File: src/rtl/bsds_pkg.sv
package bsds_pkg;

  // ************************************************************
  // Time base
  // ************************************************************
  // The core clock rate in MHz (a period of 4 ns).
  localparam int CLK_MHZ         = 250;
  // One time-base tick lasts one microsecond.
  localparam int TICK_NS         = 1000;
  // Clock cycles per tick, derived from the tick period and the clock rate.
  localparam int TICK_CYCLES     = (TICK_NS * CLK_MHZ) / 1000;

  // ************************************************************
  // Durations, in microseconds (time-base ticks)
  // ************************************************************
  localparam int TMR_W           = 15;
  // Least wait after the enabling edge before the detect low pulse.
  localparam logic [TMR_W-1:0] DETECT_DELAY_US  = 15'd100;
  // Least low time of the enable pin that selects single-wire mode.
  localparam logic [TMR_W-1:0] DETECT_LOW_US    = 15'd260;
  // Length of the detection window from the enabling edge.
  localparam logic [TMR_W-1:0] DETECT_WINDOW_US = 15'd1000;
  // Enable pin low time that forces shutdown.
  localparam logic [TMR_W-1:0] EN_OFF_US        = 15'd2500;
  // Dimming pin low time that forces shutdown.
  localparam logic [TMR_W-1:0] DIM_OFF_US       = 15'd20000;
  // Time spent at the reduced switch current limit.
  localparam logic [TMR_W-1:0] REDUCED_LIMIT_US = 15'd5000;

  // ************************************************************
  // Single-wire command frame
  // ************************************************************
  localparam int FRAME_W         = 24;
  localparam int ADDR_LSB        = 16;
  localparam int ADDR_W          = 8;
  localparam logic [ADDR_W-1:0] DEVICE_ADDR = 8'h8F;
  localparam int CODE_W          = 9;
  localparam logic [CODE_W-1:0] CODE_DEFAULT = 9'h1FF;

  // ************************************************************
  // Register map (byte addresses on the Wishbone bus)
  // ************************************************************
  localparam int ADR_W           = 8;
  localparam logic [ADR_W-1:0] REG_CTRL   = 8'h00;
  localparam logic [ADR_W-1:0] REG_STATUS = 8'h04;
  localparam logic [ADR_W-1:0] REG_CODE   = 8'h08;
  // Control field: hold the device in shutdown.
  localparam int CTRL_HOLD_OFF   = 0;
  // Status field positions.
  localparam int ST_STATE_LSB    = 0;
  localparam int ST_SINGLE       = 4;
  localparam int ST_PWM          = 5;
  localparam int ST_CH_LSB       = 6;
  localparam int ST_REDUCED      = 8;
  localparam int ST_BOOST        = 9;
  localparam int ST_REG_ON       = 10;

  // Sequencer states.
  typedef enum logic [3:0] {
    ST_OFF,
    ST_DETECT,
    ST_FB_CHECK,
    ST_SOFT,
    ST_RUN,
    ST_HALT
  } bsds_state_t;

endpackage

File: src/rtl/bsds_tmr_if.sv
`timescale 1ns/1ns
`default_nettype none
// Carries one duration counter between the sequencer and a timer.
interface bsds_tmr_if #(
  parameter int W = 15
);
  logic         clr;    // Clear the count, wins over counting.
  logic         run;    // Count while high, on each tick.
  logic         tick;   // One-cycle time-base enable.
  logic [W-1:0] count;  // Elapsed ticks, saturating.

  modport owner (output clr, output run, output tick, input count);
  modport timer (input clr, input run, input tick, output count);
endinterface
`default_nettype wire

File: src/rtl/bsds_top.sv
// Functional notes
// - Start only with supply, enable and dimming.
// - Detection window picks single-wire or pulse-width.
// - Window timing starts at enabling edge.
// - Low pulse done before 1ms selects single-wire.
// - Grounded feedback pin disables its channel.
// - Both pins grounded: startup does not proceed.
// - Soft-start only after feedback check.
// - Enable low 2.5ms or dimming low 20ms: shutdown.
// - Reduced limit first 5ms, then normal limit.
// - One command carries the 9-bit code.
// - Code register starts at all ones.
// - Stored code scales channel current.
// - Shutdown returns code to all ones.
// - Dimming tied high: enable alone controls.
// - Dimming driven: both pins needed.
// - Command is 24 bits, address then data.
`timescale 1ns/1ns
`default_nettype none
module bsds_top
  import bsds_pkg::*;
#(
  parameter int               P_TICK_CYCLES = TICK_CYCLES,
  parameter logic [TMR_W-1:0] P_WINDOW_US   = DETECT_WINDOW_US,
  parameter logic [TMR_W-1:0] P_EN_OFF_US   = EN_OFF_US,
  parameter logic [TMR_W-1:0] P_DIM_OFF_US  = DIM_OFF_US,
  parameter logic [TMR_W-1:0] P_REDUCED_US  = REDUCED_LIMIT_US
) (
  input  wire logic               clk_i,
  input  wire logic               rst_i,
  // Wishbone classic slave.
  input  wire logic               wb_cyc_i,
  input  wire logic               wb_stb_i,
  input  wire logic               wb_we_i,
  input  wire logic [ADR_W-1:0]   wb_adr_i,
  input  wire logic [3:0]         wb_sel_i,
  input  wire logic [31:0]        wb_dat_i,
  output logic      [31:0]        wb_dat_o,
  output logic                    wb_ack_o,
  // Device pins and analog status.
  input  wire logic               supply_ok_i,
  input  wire logic               enable_pin_i,
  input  wire logic               dimming_pin_i,
  input  wire logic               sink_feedback_pin_one_i,
  input  wire logic               sink_feedback_pin_two_i,
  // Received single-wire command frame.
  input  wire logic               frame_valid_i,
  input  wire logic [FRAME_W-1:0] frame_i,
  // Control outputs to the analog section.
  output logic                    regulator_on_o,
  output logic                    single_wire_sel_o,
  output logic                    pwm_sel_o,
  output logic      [1:0]         chan_en_o,
  output logic                    boost_en_o,
  output logic                    reduced_limit_o,
  output logic      [CODE_W-1:0]  brightness_code_o
);

  // ************************************************************
  // Declarations
  // ************************************************************
  localparam int TB_W = 16;
  localparam logic [TB_W-1:0] TB_LAST = TB_W'(P_TICK_CYCLES - 1);

  bsds_state_t      state;       // Sequencer state.
  bsds_state_t      next_state;  // Sequencer next state.
  logic [TB_W-1:0]  tb_cnt;      // Time-base divider count.
  logic             tick;        // One-cycle microsecond enable.
  logic             en_q;        // Enable pin one cycle ago.
  logic             en_rise;     // Enable pin low-to-high edge.
  logic             pulse_ok;    // Detect low pulse began late enough.
  logic             hold_off;    // Software hold in shutdown.
  logic             en_off;      // Enable low too long.
  logic             dim_off;     // Dimming low too long.
  logic             go_off;      // Any shutdown cause.
  logic             start_ok;    // All start conditions met.
  logic             detect_hit;  // Single-wire pattern seen.
  logic             frame_hit;   // Command addressed to this device.
  logic             wb_req;      // A new bus request this cycle.
  logic [31:0]      rd_data;     // Read mux output.

  bsds_tmr_if #(.W(TMR_W)) seq_tmr ();  // Window and soft-start.
  bsds_tmr_if #(.W(TMR_W)) enl_tmr ();  // Enable pin low time.
  bsds_tmr_if #(.W(TMR_W)) dml_tmr ();  // Dimming pin low time.

  // ************************************************************
  // Time base
  // ************************************************************
  // One divider serves every duration, so all counters step in lock.
  always_ff @(posedge clk_i) begin
    if (rst_i) begin
      tb_cnt <= '0;
      tick   <= 1'b0;
    end else if (tb_cnt == TB_LAST) begin
      tb_cnt <= '0;
      tick   <= 1'b1;
    end else begin
      tb_cnt <= tb_cnt + 1'b1;
      tick   <= 1'b0;
    end
  end

  // ************************************************************
  // Duration counters
  // ************************************************************
  // The window timer runs in detection, and again during soft-start.
  assign seq_tmr.tick = tick;
  assign seq_tmr.run  = (state == ST_DETECT) || (state == ST_SOFT);
  assign seq_tmr.clr  = (next_state != state);

  // The enable low timer measures both the detect pulse and shutdown.
  assign enl_tmr.tick = tick;
  assign enl_tmr.run  = !enable_pin_i;
  assign enl_tmr.clr  = enable_pin_i || (state == ST_OFF);

  // The dimming low timer also runs in shutdown, so a dead dimming
  // line keeps the device from starting on an enable edge.
  assign dml_tmr.tick = tick;
  assign dml_tmr.run  = !dimming_pin_i;
  assign dml_tmr.clr  = dimming_pin_i;

  bsds_timer #(.W(TMR_W)) u_seq_tmr (
    .clk_i (clk_i),
    .rst_i (rst_i),
    .t     (seq_tmr.timer)
  );

  bsds_timer #(.W(TMR_W)) u_enl_tmr (
    .clk_i (clk_i),
    .rst_i (rst_i),
    .t     (enl_tmr.timer)
  );

  bsds_timer #(.W(TMR_W)) u_dml_tmr (
    .clk_i (clk_i),
    .rst_i (rst_i),
    .t     (dml_tmr.timer)
  );

  // ************************************************************
  // Conditions
  // ************************************************************
  assign en_rise  = enable_pin_i && !en_q;
  // Both pins are watched in every mode; a tied-high dimming pin
  // simply never times out, leaving the enable pin in charge.
  assign en_off   = enl_tmr.count > P_EN_OFF_US;
  assign dim_off  = dml_tmr.count > P_DIM_OFF_US;
  assign go_off   = !supply_ok_i || hold_off || en_off || dim_off;
  // A fresh enable edge, supply, and a live dimming pin are needed.
  assign start_ok = supply_ok_i && !hold_off && en_rise && !dim_off;
  // The low pulse must have lasted past the detect time inside the window.
  assign detect_hit = pulse_ok && !enable_pin_i
                   && (enl_tmr.count > DETECT_LOW_US)
                   && (seq_tmr.count < P_WINDOW_US);
  assign frame_hit = frame_valid_i
                  && (frame_i[ADDR_LSB +: ADDR_W] == DEVICE_ADDR);

  // Edge detector register for the enable pin.
  always_ff @(posedge clk_i) begin
    if (rst_i) begin
      en_q <= 1'b0;
    end else begin
      en_q <= enable_pin_i;
    end
  end

  // ************************************************************
  // Sequencer
  // ************************************************************
  // Next-state logic; shutdown causes win over every other step.
  always_comb begin
    next_state = state;
    unique case (state)
      ST_OFF: begin
        if (start_ok) begin
          next_state = ST_DETECT;
        end
      end
      ST_DETECT: begin
        if (seq_tmr.count >= P_WINDOW_US) begin
          next_state = ST_FB_CHECK;
        end
      end
      ST_FB_CHECK: begin
        if (sink_feedback_pin_one_i && sink_feedback_pin_two_i) begin
          next_state = ST_HALT;
        end else begin
          next_state = ST_SOFT;
        end
      end
      ST_SOFT: begin
        if (seq_tmr.count >= P_REDUCED_US) begin
          next_state = ST_RUN;
        end
      end
      ST_RUN: begin
        next_state = ST_RUN;
      end
      ST_HALT: begin
        next_state = ST_HALT;
      end
    endcase
    if (go_off && (state != ST_OFF)) begin
      next_state = ST_OFF;
    end
  end

  // State register.
  always_ff @(posedge clk_i) begin
    if (rst_i) begin
      state <= ST_OFF;
    end else begin
      state <= next_state;
    end
  end

  // ************************************************************
  // Interface detection
  // ************************************************************
  // A low pulse counts only if it starts after the detect delay.
  always_ff @(posedge clk_i) begin
    if (rst_i || (state != ST_DETECT)) begin
      pulse_ok <= 1'b0;
    end else if (en_q && !enable_pin_i) begin
      pulse_ok <= seq_tmr.count >= DETECT_DELAY_US;
    end
  end

  // Selection is latched once and forgotten in shutdown, so the host
  // must give the pattern again after every shutdown.
  always_ff @(posedge clk_i) begin
    if (rst_i || (state == ST_OFF)) begin
      single_wire_sel_o <= 1'b0;
      pwm_sel_o         <= 1'b0;
    end else if ((state == ST_DETECT) && detect_hit) begin
      single_wire_sel_o <= 1'b1;
    end else if ((state == ST_DETECT) && (next_state == ST_FB_CHECK)
                 && !single_wire_sel_o) begin
      pwm_sel_o         <= 1'b1;
    end
  end

  // ************************************************************
  // Channels, boost and current limit
  // ************************************************************
  // Channels are judged once, at the feedback check, and kept.
  always_ff @(posedge clk_i) begin
    if (rst_i || (next_state == ST_OFF)) begin
      chan_en_o <= 2'b00;
    end else if (state == ST_FB_CHECK) begin
      chan_en_o <= {!sink_feedback_pin_two_i, !sink_feedback_pin_one_i};
    end
  end

  // Outputs that follow the next state, so they switch with the state.
  always_ff @(posedge clk_i) begin
    if (rst_i) begin
      regulator_on_o  <= 1'b0;
      boost_en_o      <= 1'b0;
      reduced_limit_o <= 1'b0;
    end else begin
      regulator_on_o  <= next_state != ST_OFF;
      boost_en_o      <= (next_state == ST_SOFT) || (next_state == ST_RUN);
      reduced_limit_o <= next_state == ST_SOFT;
    end
  end

  // ************************************************************
  // Brightness code
  // ************************************************************
  // Commands are taken only once single-wire mode is chosen and the
  // sequence is past detection; the analog side scales by code/511.
  // The default returns in the same cycle as the regulator drops, so
  // no shutdown ever shows a stale code beside a dark output.
  always_ff @(posedge clk_i) begin
    if (rst_i || (next_state == ST_OFF)) begin
      brightness_code_o <= CODE_DEFAULT;
    end else if (frame_hit && single_wire_sel_o
                 && ((state == ST_SOFT) || (state == ST_RUN))) begin
      brightness_code_o <= frame_i[CODE_W-1:0];
    end
  end

  // ************************************************************
  // Wishbone slave
  // ************************************************************
  // A request is answered one cycle later; ack drops after one cycle.
  assign wb_req = wb_cyc_i && wb_stb_i && !wb_ack_o;

  // Acknowledge and read data register.
  always_ff @(posedge clk_i) begin
    if (rst_i) begin
      wb_ack_o <= 1'b0;
      wb_dat_o <= '0;
    end else begin
      wb_ack_o <= wb_req;
      wb_dat_o <= wb_req ? rd_data : '0;
    end
  end

  // Read mux; unmapped addresses read as zero and still acknowledge.
  always_comb begin
    rd_data = '0;
    unique case (wb_adr_i)
      REG_CTRL: begin
        rd_data[CTRL_HOLD_OFF] = hold_off;
      end
      REG_STATUS: begin
        rd_data[ST_STATE_LSB +: 4] = state;
        rd_data[ST_SINGLE]         = single_wire_sel_o;
        rd_data[ST_PWM]            = pwm_sel_o;
        rd_data[ST_CH_LSB +: 2]    = chan_en_o;
        rd_data[ST_REDUCED]        = reduced_limit_o;
        rd_data[ST_BOOST]          = boost_en_o;
        rd_data[ST_REG_ON]         = regulator_on_o;
      end
      REG_CODE: begin
        rd_data[CODE_W-1:0] = brightness_code_o;
      end
      default: begin
        rd_data = '0;
      end
    endcase
  end

  // Control register write; takes effect at the edge where ack rises.
  always_ff @(posedge clk_i) begin
    if (rst_i) begin
      hold_off <= 1'b0;
    end else if (wb_req && wb_we_i && wb_sel_i[0] && (wb_adr_i == REG_CTRL)) begin
      hold_off <= wb_dat_i[CTRL_HOLD_OFF];
    end
  end

endmodule
`default_nettype wire

File: src/rtl/bsds_timer.sv
`timescale 1ns/1ns
`default_nettype none
module bsds_timer #(
  parameter int W = 15
) (
  input  wire logic  clk_i,
  input  wire logic  rst_i,
  bsds_tmr_if.timer  t
);

  // ************************************************************
  // Saturating tick counter
  // ************************************************************
  localparam logic [W-1:0] CNT_MAX = '1;

  // Saturation keeps a long low level from wrapping back to a short one.
  always_ff @(posedge clk_i) begin
    if (rst_i || t.clr) begin
      t.count <= '0;
    end else if (t.run && t.tick && (t.count != CNT_MAX)) begin
      t.count <= t.count + 1'b1;
    end
  end

endmodule
`default_nettype wire

File: config.mk
export PLATFORM = sky130hd
export DESIGN_NAME = bsds_top
export DESIGN_NICKNAME = d
export VERILOG_FILES = /design/src/rtl/bsds_pkg.sv /design/src/rtl/bsds_tmr_if.sv /design/src/rtl/bsds_top.sv /design/src/rtl/bsds_timer.sv
export SDC_FILE = /design/constraint.sdc
export NUM_CORES = 1
export LEC_CHECK = 0
export ABC_AREA = 0
export BUFFER_PORTS_ARGS = -buffer_cell sky130_fd_sc_hd__buf_2
export CAP_MARGIN = 10
export CORE_ASPECT_RATIO = 1.25
export CORE_UTILIZATION = 40
export DETAILED_ROUTE_END_ITERATION = 6
export GPL_TIMING_DRIVEN = 0
export SYNTH_ARGS = -nofsm -noshare
export SYNTH_HDL_FRONTEND = slang
export SYNTH_HIERARCHICAL = 1
export SYNTH_SLANG_ARGS = --single-unit
File: constraint.sdc
create_clock -name clk_i -period 3.65 [get_ports clk_i]
set_clock_uncertainty 0.15 [all_clocks]
set_input_delay 0.365 -clock clk_i [delete_from_list [all_inputs] [get_ports clk_i]]
set_output_delay 0.365 -clock clk_i [all_outputs]
set_load 0.1 [all_outputs]
==> results of run 1 <==
-- cell type report --
cell class              instances  area, um^2
plain buffers                  37         260
clock buffers                  11         233
clock inverters                 5        78.8
fillers                      1201        5940
inverters                      10        37.5
multi-input cells             427        2650
flip-flops and latches         97        1940
well taps                     161         201
repair buffers                 66         330
-- through the flow --
| step | hold WS [ns] | area (um^2) | util [%] | power [mW] | std cells |
|---|---|---|---|---|---|
| 6_report | 0.0836 | 5740 | 49.1 | 2.81 | 814 |
| 4_1_cts | 0.0778 | 5730 | 49.1 | 2.83 | 813 |
| 5_1_grt | 0.0794 | 5740 | 49.1 | 2.94 | 814 |
| 3_5_place_dp | 0.293 | 5420 | 46.4 | 1.83 | 797 |
| 2_1_floorplan | 0.283 | 4890 | - | 1.69 | 571 |
| 3_3_place_gp | 0.278 | 5420 | 46.4 | 1.83 | 797 |
-- final timing paths --
| kind | startpoint | end | slack [ns] | depth (start not counted) |
|---|---|---|---|---|
| worst min register to register | wb_ack_o$_SDFF_PP0_ | wb_ack_o$_SDFF_PP0_ | 0.30 | 1 |
| worst min-delay path | frame_i[3] | brightness_code_o[3]$_SDFFE_PP1P_ | 0.08 | 3 |
| worst max-delay path | u_dml_tmr/t.count[5]$_SDFFE_PP0P_ | u_seq_tmr/t.count[10]$_SDFFE_PP0P_ | 0.32 | 10 |
| worst max register to register | u_dml_tmr/t.count[5]$_SDFFE_PP0P_ | u_seq_tmr/t.count[10]$_SDFFE_PP0P_ | 0.32 | 10 |
-- state kept, by name, indices dropped and copies added (netlist names), 2 cells and up --
name               count
brightness_code_o      9
chan_en_o              2
state                  4
tb_cnt                16
u_dml_tmr/t.count     15
u_enl_tmr/t.count     15
u_seq_tmr/t.count     15
wb_dat_o              11
-- Yosys cell counts (4+ instances only) --
| library cell | instances | area share [%] |
|---|---|---|
| and3_1 | 9 | 1.2 |
| a211oi_1 | 6 | 0.93 |
| o211ai_1 | 4 | 0.62 |
| clkbuf_1 | 7 | 0.55 |
| nor4b_1 | 4 | 0.73 |
| mux2i_1 | 14 | 2.9 |
| ha_1 | 5 | 1.3 |
| xor2_1 | 6 | 1.1 |
| or2_2 | 9 | 1.2 |
| dfxtp_1 | 97 | 40 |
| o21ai_0 | 18 | 1.9 |
| nor4_1 | 12 | 1.6 |
| inv_1 | 10 | 0.78 |
| nand4_1 | 14 | 1.8 |
| buf_4 | 25 | 3.9 |
| a31oi_1 | 13 | 1.7 |
| nand2_1 | 41 | 3.2 |
| o311ai_0 | 7 | 1.3 |
| o31ai_1 | 10 | 1.6 |
| or3_1 | 22 | 2.9 |
| o211a_1 | 7 | 1.5 |
| or4_1 | 6 | 0.93 |
| a22o_1 | 8 | 1.5 |
| a21oi_1 | 23 | 2.4 |
| nor3_1 | 22 | 2.3 |
| xnor2_1 | 7 | 1.3 |
| nand3_1 | 28 | 2.9 |
| nor2_1 | 57 | 4.4 |
-- cells by family after synthesis --
family	after synthesis	share of synthesized area (%)
and+or+nand+nor	255	28.9
AOI/OAI and AO/OA	119	18.0
DFF	97	40.3
buffers and inverters	47	6.18
muxes	14	2.91
xor gates and xnor gates	13	2.36
adders and majority gates	5	1.30
other	1	0.0778
-- critical path: stages (launching register included) --
cell and delay [ns]:
dfxtp_1 0.52, nor4b_2 0.25, nand4b_1 0.17, a2111o_1 0.48
a211oi_2 0.30, o21ai_2 0.18, xnor2_1 0.19, o21ai_0 0.16
or2_2 0.31, buf_4 0.17, o41ai_1 0.34
-- metal layers --
layer	wire length [um]	vias to the layer above	GRT usage [%]
met5	0	-	0
met4	231	0	6.31
met3	408	23	3.59
met2	5710	95	31.6
met1	4930	2085	21.9
li1	-	2221	-
-- power by group --
part,total (mW),internal [mW],switching (mW)
Combinational,0.724,0.230,0.494
Clock,0.992,0.601,0.391
Sequential,1.09,1.08,0.0118
Total,2.81,1.91,0.897
==> results.yml, run 1 <==
routing:
  routed_wl_mm: 11.3
  drt_pre_antenna_iters: 4
  wire_per_inst_um: 13.9
  via_per_inst: 5.43
  ant_nets: 0
  drc: 0
  vias: 4424
  drt-initial-drc-count: 182
yosys:
  synth_edf_count: 0
  synthArstFlopShare_pct: 0
  synthCells: 551
  ys.flop_type: "dfxtp_1"
  synth_cell_types: 66
  synth_seq_cells: 97
  syn-cell-area_um2: 4820
  seq_area_frac_synth_pct: 40.3
  yosys_warnings: 6
  avgSynthCellArea_um2: 8.74
clocking:
  clk_latency_ns: 0.34
  clk_path_buf_depth: 2
  clkTransAtPathRegs_ns: 0.06
  cts_root_buf: "clkbuf_16"
  cts.sinks: 97
  hold_buffers: 0
  tritoncts: "yes"
  cts_resized: 0
  htree_levels: 3
  numCtsBuffers: 9
  post_cts_buffers: 0
place:
  dp_hpwl_mm: 8.35
  io_buffers: 65
  globalplace.congestion: 0.871
  dp_slack_ns: 0.332
sta:
  relSlewSlack_pct: 25.5
  drv_slew: 0
  post-route-min-period_ns: 3.33
  finalSetupTns_ns: 0
  worstMarginPinSlew_ns: 1.11
  hold_viol_final: 0
  setup_violations: 0
  rsz0062_at_grt: "false"
  period_share_pct: 91.1
  fmax_ghz: 0.301
  setup_ws_ns: 0.324
layout:
  final_layout_size_suffix_gt1_share_pct: 22.5
  layout_commonest_cell: "dfxtp_1"
  final_cell_mix: "97 x dfxtp_1, 66 x buf_2, 57 x nor2_1, 41 x nand2_1, 28 x nand3_1"
  antenna_cells: 0
  syn_to_final_growth_pct: 19.1
  nets: 732
global_routing:
  grt_max_degree: 16
  grt_use_total_pct: 18.2
  grt_pass1_wl_mm: 18.5
  grt_pass1_vias: 3942
  gr-total-overflow: 0
  antenna_found_initial: 0
run_status:
  status: "complete, no violations"
setup_path:
  crit_type: "reg -> reg"
  crit_required_ns: 3.73
  start_kind: "register"
  crit_arrival_ns: 3.41
  end_kind: "register"
  cp_max_fo: 10
run:
  max_cap_violations: 0
pwr:
  p_leak_nw: 2.35
  peakVddDrop_uv: 258
  powerDensity_nw_per_um2: 490
floorplanning:
  die_x_um: 100
  dieArea_um2: 12500
  fp.dieH_um: 125
  start_util_pct: 41.3
  ios: 128
  core_um2: 11700
  rows: 44
min_path:
  hp-class: "in -> reg"
(Power assumes the default switching activity.)
==> inputs of run 2 (changes only) <==
SETUP_SLACK_MARGIN = 0.05   (was default)
SYNTH_HIERARCHICAL = default   (was 1)
clock period = 3.4 ns   (was 3.65 ns; I/O delays follow)
==> run 2 against run 1 <==
Clock power decreased by 1%. Synthesized cell count decreased by 2.4%. Utilization decreased by 0.42 points. Sequential share of layout area increased by 0.46 points. Final area decreased by 1.3%. Non-clock buffer count decreased by 3. Largest power group unchanged.
==> results.yml, run 2 <==
sta:
  hold_viol_final: 0
  relSlewSlack_pct: 38.8
  setup_violations: 0
  drv_slew: 0
  rsz0062_at_grt: "false"
  finalSetupTns_ns: 0
  fin_hold_ws_ns: 0.0583
  period_share_pct: 88.1
  post-route-min-period_ns: 3.00
  fmax_ghz: 0.334
  worstMarginPinSlew_ns: 0.910
  setup_ws_ns: 0.403
clocking:
  cts_resized: 0
  tritoncts: "yes"
  cts_root_buf: "clkbuf_16"
  clkTransAtPathRegs_ns: 0.07
  clk_path_buf_depth: 2
  numCtsBuffers: 9
  cts.sinks: 97
  htree_levels: 3
  clk_latency_ns: 0.35
  post_cts_buffers: 0
  hold_buffers: 0
place:
  dp_slack_ns: 0.408
  dp_hpwl_mm: 7.51
  globalplace.congestion: 0.797
  io_buffers: 65
pwr:
  combPwrFrac_pct: 26.7
  p_int_mw: 1.90
  p_leak_nw: 2.21
  clkPwrFrac_pct: 33.0
  power.share.switching_pct: 35.9
  peakVddDrop_uv: 223
  p_seq_share_pct: 40.4
  switching_power_mw: 1.07
  powerDensity_nw_per_um2: 524
min_path:
  hold_start: "frame_i[8]"
  hold_depth: 3
  whs_endpoint: "brightness_code_o[8]$_SDFFE_PP1P_"
  hp-class: "in -> reg"
global_routing:
  gr-total-overflow: 0
  grt_use_total_pct: 17.0
  grt_pass1_wl_mm: 16.4
  grt_max_degree: 18
  grtUsageMet2_pct: 28.3
  busiest_layer: "met2"
  grt_use_met3_pct: 4.21
  antenna_found_initial: 0
  grt_pass1_vias: 3499
  met1_usage_pct: 21.0
routing:
  routed_wl_mm: 9.97
  drt_pre_antenna_iters: 4
  drt-initial-drc-count: 159
  drc: 0
  vias: 3931
  ant_nets: 0
  via_per_inst: 4.91
  wire_per_inst_um: 12.4
setup_path:
  crit_type: "reg -> reg"
  rrSetupSlack_ns: 0.40
  path_buf_inv: 2
  slowest_delay_ns: 0.62
  path_common_cell: "clkbuf_1"
  crit_chain: "clkbuf_1 > nor2b_1 > and3_1 > o21a_1 > clkbuf_1 > nor4b_1 > nand3_1 > xor2_1 > nor2_4"
  start_kind: "register"
  r2r_cells: 9
  cpLargestDelayFamily: "simple AND/OR/NAND/NOR gates"
  regToRegStartpoint: "state[0]$_SDFF_PP0_"
  critPathSlowestCell: "nor4b_1"
  crit_arrival_ns: 3.09
  cp-startpoint: "state[0]$_SDFF_PP0_"
  cp_max_fo: 10
  end_kind: "register"
  crit_required_ns: 3.49
  r2r-end: "u_seq_tmr.t.count[11]$_SDFFE_PP0P_"
yosys:
  synthArstFlopShare_pct: 0
  syn-cell-area_um2: 4760
  avgSynthCellArea_um2: 8.86
  synth_seq_cells: 97
  synthCells: 538
  synth_area_leader_cell: "dfxtp_1"
  netlist_top_cells_area: "dfxtp_1 41%, xor2_1 5.7%, nor2_1 5.6%"
  synth_top_cell_area_share_pct: 40.8
  synth_common_cells: "97 x dfxtp_1, 71 x nor2_1, 50 x nand2_1"
  synth_edf_count: 0
  yosys_warnings: 0
  seq_area_frac_synth_pct: 40.8
  ys.flop_type: "dfxtp_1"
  synth_cell_types: 63
  synth_most_common_cell: "dfxtp_1"
layout:
  antenna_cells: 0
  syn_to_final_growth_pct: 18.8
  nets: 722
  largest_reg_flops: 16
  layout_commonest_cell: "dfxtp_1"
  top_register: "tb_cnt"
  final_cell_mix: "97 x dfxtp_1, 71 x nor2_1, 67 x buf_2, 50 x nand2_1, 31 x xor2_1"
  fillers: 1113
  final_layout_size_suffix_gt1_share_pct: 19.5
floorplanning:
  ios: 128
  dieArea_um2: 12400
  start_util_pct: 41.0
  rows: 44
  die_x_um: 99.6
  core_um2: 11600
  fp.dieH_um: 124
run_status:
  status: "complete, no violations"
run:
  max_cap_violations: 0
## run 2: cell count changes after synthesis, sizes merged, moves of 10 or more
cell,previous run,this run
a21oi,24,11
or3,25,6
o21ai,21,10
xor2,6,31
inv,10,20
nor2,57,81
## run 2: through the flow
| step | std cells | total power [mW] | utilization, % | cell area (um^2) |
|---|---|---|---|---|
| finish | 801 | 2.97 | 48.7 | 5660 |
| CTS | 800 | 3.00 | 48.7 | 5650 |
| detailed placement | 784 | 2.01 | 46.2 | 5370 |
| global route | 801 | 3.11 | 48.7 | 5660 |
| floorplan | 558 | 1.87 | - | 4840 |
| global placement | 784 | 2.01 | 46.2 | 5370 |
## run 2: cell families (layout without fill, tap and decap cells)
group	count (synthesis)	after routing	share of synthesized area, %
and+or+nand+nor	248	248	28.0
DFF	97	97	40.8
AOI/OAI and AO/OA	72	72	11.8
buffers and inverters	54	136	6.28
xor gates and xnor gates	47	47	8.64
muxes	11	11	2.31
adders and majority gates	8	8	2.10
other	1	21	0.0787
## run 2: layout make-up
class | count | area (um^2) | area share, %
Multi-Input combinational cell | 407 | 2600 | 45.9
Sequential cell | 97 | 1940 | 34.3
Timing Repair Buffer | 66 | 330 | 5.84
Clock buffer | 10 | 239 | 4.22
Buffer | 34 | 224 | 3.96
Tap cell | 161 | 201 | 3.56
Inverter | 20 | 75.1 | 1.33
Clock inverter | 6 | 48.8 | 0.862
## run 2: worst reg2reg max path, delay by kind of cell, from the launching register on
kind            cells  cell delay, ns
simple gates        5            1.36
xor+xnor            1            0.25
compound gates      1            0.12
flops               1            0.31
buf+inv             2            0.69
## run 2: worst max path at each step
stage,to,slack [ns],cells past startpoint
after CTS,u_seq_tmr.t.count[11]$_SDFFE_PP0P_,0.40,9
after global placement,u_seq_tmr.t.count[11]$_SDFFE_PP0P_,0.39,9
after floorplan,u_seq_tmr.t.count[9]$_SDFFE_PP0P_,0.78,8
after detailed placement,u_seq_tmr.t.count[11]$_SDFFE_PP0P_,0.41,9
final,u_seq_tmr.t.count[11]$_SDFFE_PP0P_,0.40,9
after global routing,u_seq_tmr.t.count[11]$_SDFFE_PP0P_,0.12,9
## run 2: per-layer routing
| layer | routed length, um | share of wire [%] |
|---|---|---|
| met1 | 4550 | 46 |
| met2 | 4900 | 49 |
| met3 | 352 | 3.5 |
| met4 | 159 | 1.6 |
| met5 | 0 | 0 |
## run 2: power groups by stage
stage / Clock [mW] / Sequential, mW / Combinational, mW
global placement: 0 / 1.22 / 0.783
CTS: 1.01 / 1.20 / 0.791
global route: 1.06 / 1.20 / 0.850
detailed placement: 0 / 1.22 / 0.789
floorplan: 0 / 1.39 / 0.480
finish: 0.978 / 1.20 / 0.791
